`src/include/ssf_pkg.sv`:
```
package ssf_pkg;

  // ----------------------------------------------------------------
  // register map (byte addresses on the apb)
  // ----------------------------------------------------------------
  localparam int              SSF_AW         = 12;      // decoded address width
  localparam logic [11:0]     SSF_OFF_STATUS = 12'h000; // serial_status
  localparam logic [11:0]     SSF_OFF_TXBUF  = 12'h004; // tx_buffer_reg, write side
  localparam logic [11:0]     SSF_OFF_RXBUF  = 12'h008; // rx_buffer_reg, read side
  localparam logic [11:0]     SSF_OFF_CTRL   = 12'h00c; // serial_control subset

  // ----------------------------------------------------------------
  // serial_status field positions and reset value
  // ----------------------------------------------------------------
  localparam int              SSF_POS_TXE    = 7;       // tx_buffer_empty_flag
  localparam int              SSF_POS_RXF    = 6;       // rx_buffer_full_flag
  localparam int              SSF_POS_OVR    = 5;       // overrun_error_flag
  localparam int              SSF_POS_FRM    = 4;       // framing_error_flag
  localparam int              SSF_POS_PAR    = 3;       // parity_error_flag
  localparam int              SSF_POS_TRANSMIT_END_FLAG   = 2;       // transmit_end_flag
  localparam int              SSF_POS_RMP    = 1;       // rx_multiproc_bit
  localparam int              SSF_POS_TMP    = 0;       // tx_multiproc_bit
  localparam int              SSF_POS_FLAG0  = 3;       // lowest of the five clearable flags
  localparam int              SSF_NFLAGS     = 5;       // number of clearable flags
  localparam logic [7:0]      SSF_STATUS_RST = 8'h84;   // value after reset and standby

  // ----------------------------------------------------------------
  // control register field positions
  // ----------------------------------------------------------------
  localparam int              SSF_CTL_TE     = 0;       // transmitter_enable
  localparam int              SSF_CTL_RE     = 1;       // receiver_enable
  localparam int              SSF_CTL_SYNC   = 2;       // clocked synchronous mode
  localparam int              SSF_CTL_PAREN  = 3;       // parity enable
  localparam int              SSF_CTL_ODD    = 4;       // odd parity select
  localparam int              SSF_CTL_MP     = 5;       // multiprocessor format
  localparam int              SSF_CTL_STOP2  = 6;       // two stop bits
  localparam int              SSF_CTL_W      = 7;       // control width
  localparam logic [6:0]      SSF_CTRL_RST   = 7'h00;   // control reset value

  // ----------------------------------------------------------------
  // carriers
  // ----------------------------------------------------------------
  // one finished character from the receive shifter
  typedef struct packed {
    logic       done;       // one-cycle pulse, character complete
    logic [7:0] data;       // received data bits
    logic       stop_bit;   // first sampled stop bit only
    logic       parity_bit; // received parity bit
    logic       mp_bit;     // received multiprocessor bit
  } ssf_rx_evt_s;

  // events from the transmit shifter
  typedef struct packed {
    logic load;     // buffer word moved into tx_shift_reg
    logic last_bit; // final bit of a character shifted out
  } ssf_tx_evt_s;

  // all state of the block
  typedef struct packed {
    logic [7:0]  status; // serial_status
    logic [4:0]  armed;  // per-flag read-as-one memory
    logic [7:0]  tx_buf; // tx_buffer_reg
    logic [7:0]  rx_buf; // rx_buffer_reg
    logic [6:0]  ctrl;   // control bits
    logic [31:0] rdata;  // read data captured in setup
  } ssf_state_s;

endpackage : ssf_pkg

```
`src/hdl/ssf_rx_check.sv`:
```
`timescale 1ns/100ps
`default_nettype none

module ssf_rx_check
  import ssf_pkg::*;
(
  input  wire ssf_rx_evt_s evt,        // character from the receive shifter
  input  wire logic        sync_mode,  // clocked synchronous mode
  input  wire logic        parity_en,  // parity enabled
  input  wire logic        odd_parity, // odd parity selected
  output logic             frame_err,  // first stop bit sampled low
  output logic             parity_err  // ones count disagrees with setting
);

  // ----------------------------------------------------------------
  // character checks
  // ----------------------------------------------------------------
  // only the first stop bit is handed in, so a low second stop bit
  // can never raise a framing error
  always_comb begin
    frame_err  = !sync_mode && !evt.stop_bit;                  // RQ13 RQ14
    // xor of data and parity is one for odd parity, zero for even
    parity_err = !sync_mode && parity_en &&
                 ((^{evt.data, evt.parity_bit}) != odd_parity); // RQ18
  end

endmodule : ssf_rx_check

`default_nettype wire

```
`src/hdl/ssf_serial_status.sv`:
```
//
// Behaviour
// [RQ1] status resets to 84 hex, also in standby
// [RQ2] ones ignored; zero clears only after read-as-one
// [RQ3] transmit end and received mp bit read-only
// [RQ4] bit 7 shows transmit buffer moved out
// [RQ5] tx empty cleared by armed zero or write
// [RQ6] tx empty set by reset, standby, disable, load
// [RQ7] rx full set on error-free character
// [RQ8] rx full cleared by reset, standby, zero, read
// [RQ9] errors and receiver disable keep buffer, flag
// [RQ10] overrun set when character ends while full
// [RQ11] overrun keeps old data, halts rx, sync tx
// [RQ12] overrun cleared only by reset, standby, zero
// [RQ13] framing error when stop bit low, async
// [RQ14] only first of two stop bits checked
// [RQ15] framing error stores data, halts, no full
// [RQ16] framing error cleared only reset, standby, zero
// [RQ17] bit 3 flags async parity abort
// [RQ18] parity error on ones count mismatch
// [RQ19] transmit end when last bit, buffer empty
// [RQ20] latch received mp bit in mp format
// [RQ21] bit 0 is transmitted mp bit
// [RQ22] armed bit per flag gates zero clears
//
`timescale 1ns/100ps
`default_nettype none

module ssf_serial_status
  import ssf_pkg::*;
(
  input  wire logic              pclk,        // 125 mhz bus clock
  input  wire logic              presetn,     // async reset, active low
  input  wire logic              psel,        // apb select
  input  wire logic              penable,     // apb access phase
  input  wire logic              pwrite,      // apb direction
  input  wire logic [SSF_AW-1:0] paddr,       // apb byte address
  input  wire logic [31:0]       pwdata,      // apb write data
  output logic      [31:0]       prdata,      // apb read data
  output logic                   pready,      // apb ready
  output logic                   pslverr,     // apb error, unmapped
  input  wire logic              standby,     // standby or module standby
  input  wire ssf_rx_evt_s       rx_evt,      // receive shifter events
  input  wire ssf_tx_evt_s       tx_evt,      // transmit shifter events
  output logic      [7:0]        tx_data,     // word for tx_shift_reg
  output logic                   tx_valid,    // buffer holds valid data
  output logic                   tx_mp_bit,   // mp bit to append
  output logic      [6:0]        ctrl,        // control bits to shifters
  output logic                   rx_halt,     // reception stopped
  output logic                   tx_halt      // transmission stopped
);

  // ----------------------------------------------------------------
  // state and decode
  // ----------------------------------------------------------------
  ssf_state_s st_reg;   // all registers of the block
  ssf_state_s st_next;  // next value of the above
  logic       setup;    // apb setup phase
  logic       acc;      // apb access completing this edge
  logic       wr_acc;   // completing write
  logic       rd_acc;   // completing read
  logic       hit_st;   // status selected
  logic       hit_tx;   // tx buffer selected
  logic       hit_rx;   // rx buffer selected
  logic       hit_ct;   // control selected
  logic       mapped;   // any register selected
  logic       rx_ok;    // character accepted this cycle
  logic       fe;       // framing error of this character
  logic       pe;       // parity error of this character
  logic [4:0] clr;      // armed zero writes per flag
  logic [7:0] s;        // working copy of the status

  assign hit_st = (paddr == SSF_OFF_STATUS);
  assign hit_tx = (paddr == SSF_OFF_TXBUF);
  assign hit_rx = (paddr == SSF_OFF_RXBUF);
  assign hit_ct = (paddr == SSF_OFF_CTRL);
  assign mapped = hit_st | hit_tx | hit_rx | hit_ct;
  assign setup  = psel && !penable;
  assign acc    = psel && penable;
  assign wr_acc = acc && pwrite && mapped;
  assign rd_acc = acc && !pwrite && mapped;

  // ----------------------------------------------------------------
  // character checks
  // ----------------------------------------------------------------
  ssf_rx_check u_check (
    .evt        (rx_evt),
    .sync_mode  (st_reg.ctrl[SSF_CTL_SYNC]),
    .parity_en  (st_reg.ctrl[SSF_CTL_PAREN]),
    .odd_parity (st_reg.ctrl[SSF_CTL_ODD]),
    .frame_err  (fe),
    .parity_err (pe)
  );

  // ----------------------------------------------------------------
  // outputs
  // ----------------------------------------------------------------
  // zero wait: read data was captured from flops during setup
  assign pready    = acc;
  assign pslverr   = acc && !mapped;
  assign prdata    = st_reg.rdata;
  assign tx_data   = st_reg.tx_buf;
  assign tx_valid  = !st_reg.status[SSF_POS_TXE];
  assign tx_mp_bit = st_reg.status[SSF_POS_TMP];                 // RQ21
  assign ctrl      = st_reg.ctrl;
  // any error flag stops the receiver until software clears it
  assign rx_halt   = st_reg.status[SSF_POS_OVR] |
                     st_reg.status[SSF_POS_FRM] |
                     st_reg.status[SSF_POS_PAR];                 // RQ11 RQ15
  assign tx_halt   = rx_halt && st_reg.ctrl[SSF_CTL_SYNC];       // RQ11 RQ15
  // a halted or disabled receiver drops the character; nothing moves
  assign rx_ok     = rx_evt.done && st_reg.ctrl[SSF_CTL_RE] && !rx_halt; // RQ9

  // ----------------------------------------------------------------
  // next state
  // ----------------------------------------------------------------
  always_comb begin
    st_next = st_reg;
    clr     = '0;
    // capture read data in setup so prdata comes from a flop
    if (setup) begin
      st_next.rdata = '0;
      if (hit_st) begin
        st_next.rdata[7:0] = st_reg.status;
      end else if (hit_tx) begin
        st_next.rdata[7:0] = st_reg.tx_buf;
      end else if (hit_rx) begin
        st_next.rdata[7:0] = st_reg.rx_buf;
      end else if (hit_ct) begin
        st_next.rdata[SSF_CTL_W-1:0] = st_reg.ctrl;
      end
    end
    // a completed status read arms each of the five clearable flags it saw as one
    if (rd_acc && hit_st) begin
      st_next.armed = st_reg.armed | st_reg.rdata[7:SSF_POS_FLAG0]; // RQ22
    end
    // zero writes clear armed flags only; ones do nothing
    if (wr_acc && hit_st) begin
      for (int i = 0; i < SSF_NFLAGS; i++) begin
        clr[i] = st_reg.armed[i] && !pwdata[SSF_POS_FLAG0+i];       // RQ2
      end
    end
    s = st_reg.status;
    // read-only bits are never taken from the bus
    if (wr_acc && hit_st) begin
      s[SSF_POS_TMP] = pwdata[SSF_POS_TMP];                         // RQ3 RQ21
    end
    s[7:SSF_POS_FLAG0] = s[7:SSF_POS_FLAG0] & ~clr;                 // RQ12 RQ16
    // clearing the empty flag also ends the transmit-end state
    if (clr[SSF_POS_TXE-SSF_POS_FLAG0]) begin
      s[SSF_POS_TRANSMIT_END_FLAG] = 1'b0;                                       // RQ5
    end
    // a new transmit byte refills the buffer
    if (wr_acc && hit_tx) begin
      st_next.tx_buf  = pwdata[7:0];
      s[SSF_POS_TXE]  = 1'b0;                                       // RQ5
      s[SSF_POS_TRANSMIT_END_FLAG] = 1'b0;
    end
    // reading the receive buffer consumes it
    if (rd_acc && hit_rx) begin
      s[SSF_POS_RXF] = 1'b0;                                        // RQ8
    end
    if (wr_acc && hit_ct) begin
      st_next.ctrl = pwdata[SSF_CTL_W-1:0];
    end
    // hardware sets come last so that they win over clears
    if (tx_evt.last_bit && st_reg.status[SSF_POS_TXE]) begin
      s[SSF_POS_TRANSMIT_END_FLAG] = 1'b1;                                       // RQ19
    end
    if (tx_evt.load) begin
      s[SSF_POS_TXE] = 1'b1;                                        // RQ4 RQ6
    end
    // disabled transmitter holds the buffer empty and ended
    if (!st_reg.ctrl[SSF_CTL_TE]) begin
      s[SSF_POS_TXE]  = 1'b1;                                       // RQ6
      s[SSF_POS_TRANSMIT_END_FLAG] = 1'b1;
    end
    if (rx_ok) begin
      if (!st_reg.ctrl[SSF_CTL_SYNC] && st_reg.ctrl[SSF_CTL_MP]) begin
        s[SSF_POS_RMP] = rx_evt.mp_bit;                             // RQ20
      end
      if (st_reg.status[SSF_POS_RXF]) begin
        // earlier character stays, the new one is dropped
        s[SSF_POS_OVR] = 1'b1;                                      // RQ10 RQ11
      end else begin
        st_next.rx_buf = rx_evt.data;                               // RQ15
        if (fe) begin
          s[SSF_POS_FRM] = 1'b1;                                    // RQ13 RQ15
        end
        if (pe) begin
          s[SSF_POS_PAR] = 1'b1;                                    // RQ17 RQ18
        end
        if (!fe && !pe) begin
          s[SSF_POS_RXF] = 1'b1;                                    // RQ7
        end
      end
    end
    // standby forces the reset pattern; control is left alone
    if (standby) begin
      s             = SSF_STATUS_RST;                               // RQ1
      st_next.armed = '0;
    end
    st_next.status = s;
    // a flag that is low can no longer be armed
    st_next.armed  = st_next.armed & s[7:SSF_POS_FLAG0];            // RQ22
  end

  // ----------------------------------------------------------------
  // registers
  // ----------------------------------------------------------------
  always_ff @(posedge pclk or negedge presetn) begin
    if (!presetn) begin
      st_reg <= '{status: SSF_STATUS_RST, ctrl: SSF_CTRL_RST, default: '0}; // RQ1
    end else begin
      st_reg <= st_next;
    end
  end
endmodule : ssf_serial_status

`default_nettype wire

```
`config.mk`:
```
export PLATFORM = sky130hd
export DESIGN_NAME = ssf_serial_status
export DESIGN_NICKNAME = d
export VERILOG_FILES = /design/src/include/ssf_pkg.sv /design/src/hdl/ssf_rx_check.sv /design/src/hdl/ssf_serial_status.sv
export SDC_FILE = /design/constraint.sdc
export NUM_CORES = 1
export LEC_CHECK = 0
export ABC_AREA = 1
export BUFFER_PORTS_ARGS = -buffer_cell sky130_fd_sc_hd__buf_2
export CORE_AREA = 2 2 98 62
export CTS_CLUSTER_DIAMETER = 120
export CTS_CLUSTER_SIZE = 14
export DETAILED_ROUTE_END_ITERATION = 10
export DIE_AREA = 0 0 100 64
export GPL_ROUTABILITY_DRIVEN = 1
export HOLD_SLACK_MARGIN = 0.15
export PLACE_DENSITY = 0.84
export SETUP_SLACK_MARGIN = 0.2
export SYNTH_ARGS = -nofsm -noshare
export SYNTH_HDL_FRONTEND = slang
export SYNTH_SLANG_ARGS = --single-unit
```
`constraint.sdc`:
```
create_clock -name pclk -period 4 [get_ports pclk]
set_clock_uncertainty 0.15 [all_clocks]
set_input_delay 0.2 -clock pclk [delete_from_list [all_inputs] [get_ports pclk]]
set_output_delay 0.2 -clock pclk [all_outputs]
set_load 0.02 [all_outputs]
```
; Word level (Yosys, flattened, before mapping)
; Cells that the tools add are included.
; Widths: inputs -> output; s select.
[classes]
bitwise_logic = 10
n_eq_ne = 5
reduce_logical = 47
n_mux = 27
[op_table]
columns = cell, n
row1 = $logic_and 1x1->1, 26
row2 = $eq 12x4->1 const B, 2
row3 = $mux 8, 3
row4 = $mux 1, 17
row5 = $mux 5, 3
row6 = $logic_not 1->1, 14
row7 = $mux 7, 2
row8 = $eq 12x3->1 const B, 1
row9 = $logic_not 12->1, 1
row10 = $and 5x5->5, 2
row11 = $reduce_xor 9->1, 1
row12 = $reduce_bool 2->1, 3
row13 = $ne 5x2->1 const B, 1
row14 = $not 5->5, 1
row15 = $or 1x1->1, 5
row16 = $or 5x5->5, 1
row17 = $mux 4, 1
row18 = $reduce_and 2->1, 2
row19 = $mux 2, 1
row20 = $ne 1x1->1, 1
row21 = $not 1->1, 1
[word_totals]
register_bits = 44
word_cells = 98
input_bits = 64
output_inout_bits = 53

; Longest topological paths before layout
; Gate-level depths: netlist of run 1.
[logic_depth]
word_depth = 15
mapped_depth = 14
ltp_nobuf = 14

; Cells and area by module
; Synthesis of run 1 repeated with hierarchy kept, for this count alone.
[hier_totals]
cells_unflattened = 363
area_unflattened_um2 = 2820.2
[modules_own_cells]
columns = mod, n_inst, cells_per_inst, area_per_inst_um2, seq_area_each_um2
row1 = ssf_serial_status, 1, 326, 2630.0, 1103.6
row2 = ssf_rx_check, 1, 37, 190.2, 0.0

; Worst setup path before layout of run 1
; No wires, ideal clock.
[synth_timing]
kind = flip-flop to flip-flop
startpoint = register st_reg[64] in the netlist's numbering
endpoint = register st_reg[58] in the netlist's numbering
setup_ns = 0.071
path_buffers = 0
path_stages_with_launch = 10
period_less_slack_ns = 1.497
arrival_time_ns = 1.276
setup_slack_ns = 2.503
required_ns = 3.779
path_cell_list = dfrtp_1 -> nor3_2 -> nand3_2 -> nor2_4 -> inv_1 -> nor2_1 -> nand2_1 -> nand2_1 -> nand2_1 -> nor2_1
[synth_lines]
columns = element, line
row1 = "start, declared", ssf_serial_status.sv:56  ; ssf_state_s st_reg;
row2 = "start signal, assigned", ssf_serial_status.sv:215  ; st_reg <= st_next;

; Worst setup path in the final report of run 1
[layout_timing]
startpoint = input paddr[11]
endpoint = register st_reg[67] in the netlist's numbering
[layout_between]
elab_chain_len = 13
elab_cells_between_ends = 17
cone_classes = eq/ne: 3 / mux: 5 / bitwise: 5 / reduce/logical: 4
[layout_rtl]
columns = element, line
row1 = "start, declared", ssf_serial_status.sv:37  ; input wire logic [SSF_AW-1:0] paddr,
row2 = $eq 12x3->1 or $logic_not 12->1 (tied branches), "ssf_serial_status.sv:74, ssf_serial_status.sv:73"
row3 = $or 1x1->1 (3 in series), ssf_serial_status.sv:77  ; assign mapped = hit_st | hit_tx | hit_rx | hit_ct;
row4 = $logic_and 1x1->1, ssf_serial_status.sv:80  ; assign wr_acc = acc && pwrite && mapped;
row5 = $logic_and 1x1->1, ssf_serial_status.sv:138  ; if (wr_acc && hit_st) begin
row6 = $mux 5, ssf_serial_status.sv:138
row7 = $not 5->5, ssf_serial_status.sv:148  ; s[7:SSF_POS_FLAG0] = s[7:SSF_POS_FLAG0] & ~clr;
row8 = $and 5x5->5, ssf_serial_status.sv:148
row9 = $mux 1 *, ssf_serial_status.sv:154  ; if (wr_acc && hit_tx) begin
row10 = $mux 1 *, ssf_serial_status.sv:170  ; if (tx_evt.load) begin
row11 = $mux 1 *, ssf_serial_status.sv:174  ; if (!st_reg.ctrl[SSF_CTL_TE]) begin
row12 = $mux 8 *, ssf_serial_status.sv:199  ; if (standby) begin
row13 = net s[7], ssf_serial_status.sv:71  ; logic [7:0] s;
; Mark *: on every way through the listed nets, which the timed path passes. The rest lies on a longest branch.
; A chain may end at the register's enable or synchronous reset.

==> impl_metrics.ini, run 1 <==
[sta]
fin_setup_tns_ns = 0
hold_viol = 0
max_freq_mhz = 417.5
slew_violations = 0
period_share_pct = 59.88
worst_pin_slew_ns = 0.9685
layout_min_cycle_time_ns = 2.395
setup_viol = 0
slew_headroom_pct = 35.43
rsz0062_at_grt = no
hold-worst-slack_ns = 0.1643

[pwr]
cellPowerDensity_nw_per_um2 = 262.6
p_total_uw = 847.9
leakagePower_nw = 1.783
ir_drop_v = 0.0001605

[drt]
drt-wirelength-per-cell_um = 14.18
num_vias = 2484
viasPerCell = 4.958
topRoutingLayerUsed = met4
first_pass_iters = 5
first_iter_violations = 283
antenna_left = 0
drt_wl_total_um = 7103
met2_length_um = 3103
drc = 0
met1_length_um = 3242
wl_met3_um = 610

[worst_setup_path]
worstSetupPathType = input pin to flop
arrival_ns = 2.48
critPathSlowestCell = dlygate4sd3_1
path_buf_inv = 3
critPathMaxFanout = 18
cp-end-kind = flop
slowest_delay_ns = 0.56
cp_common_cell = nand2_1
critPathTopFamily = simple AND/OR/NAND/NOR gates
critPathLaunchType = input pin
cp_data_required_time_ns = 4.08
crit_chain = buf_2 -> nor2_1 -> nand2_1 -> nor2_2 -> nand2_1 -> inv_2 -> nand3_2 -> nand3_1 -> nand2_1 -> dlygate4sd3_1

[final_layout]
fin_nets = 495
largest_reg_flops = 20
drive_above_1_share_pct = 23.15
insertedDiodeCount = 0
area_growth_pct = 16.58

[floorplan]
rows = 21
die_x_um = 100
die_h_um = 64
start_util_pct = 50.69
ioPinCount = 117
design.core.area_um2 = 5465
die-area_um2 = 6400

[global_route]
grt_start_max_net_pins = 45
antenna_found_initial = 0
grt_pass1_vias = 2379
grt_pass1_wl_um = 11130
track_usage_pct = 22.73
globalRouteOverflowTotal = 0

[yosys]
synth.yosys.warnings = 0
synthCells = 361
syn-mean-instance-area_um2 = 7.674
ys_seq_area_share_pct = 39.84
synthesis.area_um2 = 2770
ys_ff_latch = 44
synth_cell_types = 34

[placed_design]
dp_hpwl_um = 5131
gp_congestion = 0.8840
io_buffer_count = 68

[clock_network]
cts.path.max_buffers = 2
cts-buffers-inserted = 5
cts_root_buf = clkbuf_8
cts_tree = done
clock_latency_ns = 0.30
clk_pin_slew_ns = 0.08
h-tree-depth = 2
ctsResizeCount = 0
cts_sinks = 44

[flow_run]
drv_cap = 0

[status]
outcome = complete, no violations

[worst_hold_path]
worst_hold_path_type = input pin to flop
-- placed cells by master (no fill, tap or decap), types with 6 or more instances in the layout --
cell type,n
buf_2,68
dlygate4sd3_1,25
nand2_1,85
nand3_1,17
o21ai_0,34
dfrtp_1,42
o21ai_1,6
o22ai_1,8
conb_1,24
clkbuf_8,6
nor2_1,28
inv_1,47
-- power by group --
group | switching [mW] | leakage [nW] | total (mW) | internal, mW
registers | 0.0000319 | 0.572 | 0.445 | 0.445
clock network | 0.152 | 0.0510 | 0.290 | 0.138
logic | 0.0726 | 1.16 | 0.113 | 0.0404
total | 0.225 | 1.78 | 0.848 | 0.623
-- cell families (layout without fill, tap and decap cells) --
family                 Yosys count  after routing  synth area share (%)
buffers and inverters          104            152                 21.23
AND/OR/NAND/NOR                149            149                 25.34
AO/OA/AOI/OAI                   58             58                 11.88
XOR/XNOR                         5              5                 1.581
other                            1             24                0.1354
flip-flops                      44             44                 39.84
-- repair_timing --
action / CTS / global route
hold buffers: 25 / 0
endpoints found under the hold margin: 73 / 0
setup buffers: 0 / 0
-- worst register-to-register path, stage by stage, from the launching register on --
cell           delay [ns]
dfrtp_1              0.41
nor3_2               0.35
nand3_2              0.19
nor4_1               0.26
nor3_1               0.11
dlygate4sd3_1        0.58
-- path summary, 6_finish.rpt --
path | start | depth (start not counted) | end | slack [ns]
worst min-delay path | rx_evt[2] | 6 | st_reg[64] | 0.16
worst min register to register | tx_data[6] | 2 | tx_data[6] | 0.36
max in group asynchronous | presetn | 2 | st_reg[59] | 2.65
worst max register to register | st_reg[64] | 5 | st_reg[61] | 1.83
worst max-delay path | paddr[11] | 10 | st_reg[67] | 1.60
min in group asynchronous | presetn | 2 | prdata[1] | 0.46
-- cell usage after synthesis, drive strengths merged --
| master | number | area [um2] |
|---|---|---|
| a21oi | 2 | 10.01 |
| a31oi | 1 | 6.260 |
| buf | 51 | 379.1 |
| clkbuf | 2 | 17.51 |
| conb | 1 | 3.750 |
| dfrtp | 42 | 1051 |
| dfstp | 2 | 52.55 |
| inv | 51 | 191.4 |
| nand2 | 86 | 330.3 |
| nand3 | 21 | 132.6 |
| nand4 | 3 | 25.02 |
| nor2 | 32 | 145.1 |
| nor3 | 6 | 62.56 |
| nor4 | 1 | 6.260 |
| o211ai | 2 | 15.01 |
| o21ai | 40 | 200.2 |
| o21ba | 4 | 40.04 |
| o21bai | 1 | 7.510 |
| o22ai | 8 | 50.05 |
| xnor2 | 3 | 26.28 |
| xor2 | 2 | 17.52 |
-- through the flow --
step	util (%)	instances	setup slack (ns)	cell area (um2)
3_5_place_dp	52.82	468	1.829	2887
6_report	59.09	501	1.605	3229
4_1_cts	59.09	501	1.647	3229
2_1_floorplan	-	384	2.503	2856
3_3_place_gp	52.82	468	1.865	2887
5_1_grt	59.09	501	1.443	3229
-- layer usage --
layer  up-vias  global-route usage (%)
li1       1212                       -
met1      1139                   31.75
met2       114                   35.22
met3        19                   4.814
met4         0                   7.877
met5         -                       0
-- area by class of cell --
cell class,instances,area [um2]
Fill cell,513,2236
Clock inverter,2,10.01
Multi-Input combinational cell,236,1165
Timing Repair Buffer,93,590.6
Inverter,51,191.4
Tap cell,69,86.33
Clock buffer,6,82.58
Sequential cell,44,1104
Power figures use the tool's default switching activity.
==> run 2: changes to the inputs <==
CORE_AREA = 2 2 106 67   (was 2 2 98 62)
DIE_AREA = 0 0 108 69   (was 0 0 100 64)
PLACE_DENSITY = 0.76   (was 0.84)
clock period = 2.2 ns   (was 4 ns; I/O delays follow)
==> impl_metrics.ini, run 2 (synthesis results as in run 1) <==
[placed_design]
io_buffer_count = 68
gp_congestion = 0.8134
dpl.cell_count = 490
dp_hpwl_um = 5232
post_dp_cell_area_um2 = 2939

[drt]
drt_wl_total_um = 7263
num_vias = 2485
viasPerCell = 4.680
drt-wirelength-per-cell_um = 13.68
first_iter_violations = 179
drc = 0
first_pass_iters = 5
antenna_left = 0

[floorplan]
ioPinCount = 117
design.core.area_um2 = 6475
start_util_pct = 42.78
rows = 23
die_x_um = 108
die-area_um2 = 7452
die_h_um = 69

[clock_network]
cts.path.max_buffers = 2
h-tree-depth = 2
cts_root_buf = clkbuf_8
clk_pin_slew_ns = 0.08
cts_sinks = 44
cts_tree = done
cts-buffers-inserted = 5
clock_latency_ns = 0.31

[worst_setup_path]
cp_common_cell = nand2_1
cp_data_required_time_ns = 2.30
worstSetupPathType = flop to flop
critPathLaunchType = flop
crit_chain = nor3_2 -> nand3_2 -> nor2_4 -> inv_1 -> nor2_1 -> nand2_1 -> nand2_1 -> nand2_1 -> nor2_1
r2r-start = st_reg[64]
critPathMaxFanout = 5
regToRegEndpoint = st_reg[58]
reg2reg_depth = 9
cp-end-kind = flop
arrival_ns = 1.98
r2r_slack_ns = 0.32
critPathSlowestCell = dfrtp_1
slowest_delay_ns = 0.40

[sta]
period_share_pct = 85.47
hold-worst-slack_ns = 0.1724
setup_viol = 0
slew_violations = 0
worst_pin_slew_ns = 0.5759
fin_setup_tns_ns = 0
max_freq_mhz = 531.8
hold_viol = 0
rsz0062_at_grt = no
slew_headroom_pct = 61.61
layout_min_cycle_time_ns = 1.880

[final_layout]
drive_above_1_share_pct = 24.32
area_growth_pct = 21.00
design_area_um2 = 3352
layout_common_cells = 84 x nand2_1, 68 x buf_2, 47 x inv_1
largest_reg_flops = 20
fin_cells = 531
final_common_cell = nand2_1
insertedDiodeCount = 0
fin_nets = 508

[pwr]
leakagePower_nw = 1.840
pwr-share-seq_pct = 53.2
p_switching_uw = 412.3
p_clk_share_pct = 32.6
cellPowerDensity_nw_per_um2 = 453.0
comb_power_share_pct = 14.2
p_sw_share_pct = 27.15
p_total_mw = 1.519
ir_drop_v = 0.0001894
p_int_mw = 1.106

[global_route]
antenna_found_initial = 0
grt_pass1_vias = 2342
grt_start_max_net_pins = 26
grt_pass1_wl_um = 11180
track_usage_pct = 19.32
globalRouteOverflowTotal = 0

[status]
outcome = complete, no violations

[flow_run]
drv_cap = 0

[worst_hold_path]
worst_hold_path_type = input pin to async pin
==> run 2: changes by cell type in the layout (fill, tap and decap cells not counted), sizes merged <==
cell	change
clkinv	-1
dlygate4sd3	+4
buf	+9
==> run 2: how the worst max path moves through the flow <==
stage                     from    endpoint  slack [ns]  depth (start not counted)
floorplan           st_reg[64]  st_reg[58]        0.70                          9
global placement    st_reg[64]  st_reg[58]        0.36                          9
detailed placement    paddr[9]  st_reg[59]        0.31                          9
CTS                    penable     ctrl[2]        0.23                         10
global route        st_reg[64]  st_reg[58]        0.22                          9
finish              st_reg[64]  st_reg[58]        0.32                          9
==> run 2: power by group through the flow <==
stage / sequential (mW) / combinational, mW / clock [mW]
after global routing: 0.808 / 0.237 / 0.537
after detailed placement: 0.824 / 0.176 / 0
final: 0.808 / 0.215 / 0.495
after CTS: 0.808 / 0.212 / 0.505
after floorplan: 0.824 / 0.128 / 0
after global placement: 0.824 / 0.172 / 0
==> run 2: metal layers <==
layer  GRT usage, %  wire length (um)  part of all wire (%)
met1          27.92              3298                    45
met2          29.07              3267                    45
met3          4.163               592                   8.2
met4          5.556               104                   1.4
met5              0                 0                     0
==> run 2: what timing repair did <==
action,CTS,global route
setup endpoints to repair,0,5
hold buffers,29,0
setup buffers,0,5
resized for setup,0,2
endpoints found under the hold margin,83,0
==> run 2: through the flow <==
step           utilization [%]  setup slack [ns]
2_1_floorplan                -            0.7027
6_report                 51.77            0.3196
4_1_cts                  51.07            0.2290
5_1_grt                  51.77            0.2166
3_3_place_gp             45.39            0.3587
3_5_place_dp             45.39            0.3060
==> run 2: area by class of cell <==
cell class	instances	area, um2
Fill cell	629	3123
Multi-Input combinational cell	236	1172
Sequential cell	44	1104
Timing Repair Buffer	106	698.2
Inverter	51	191.4
Tap cell	87	108.9
Clock buffer	6	72.57
Clock inverter	1	5.005
==> run 2: worst max-delay path: cells and delay by family (launching register included) <==
family / cells / cell delay [ns]
and+or+nand+nor: 8 / 1.19
DFF: 1 / 0.40
buffers and inverters: 1 / 0.08
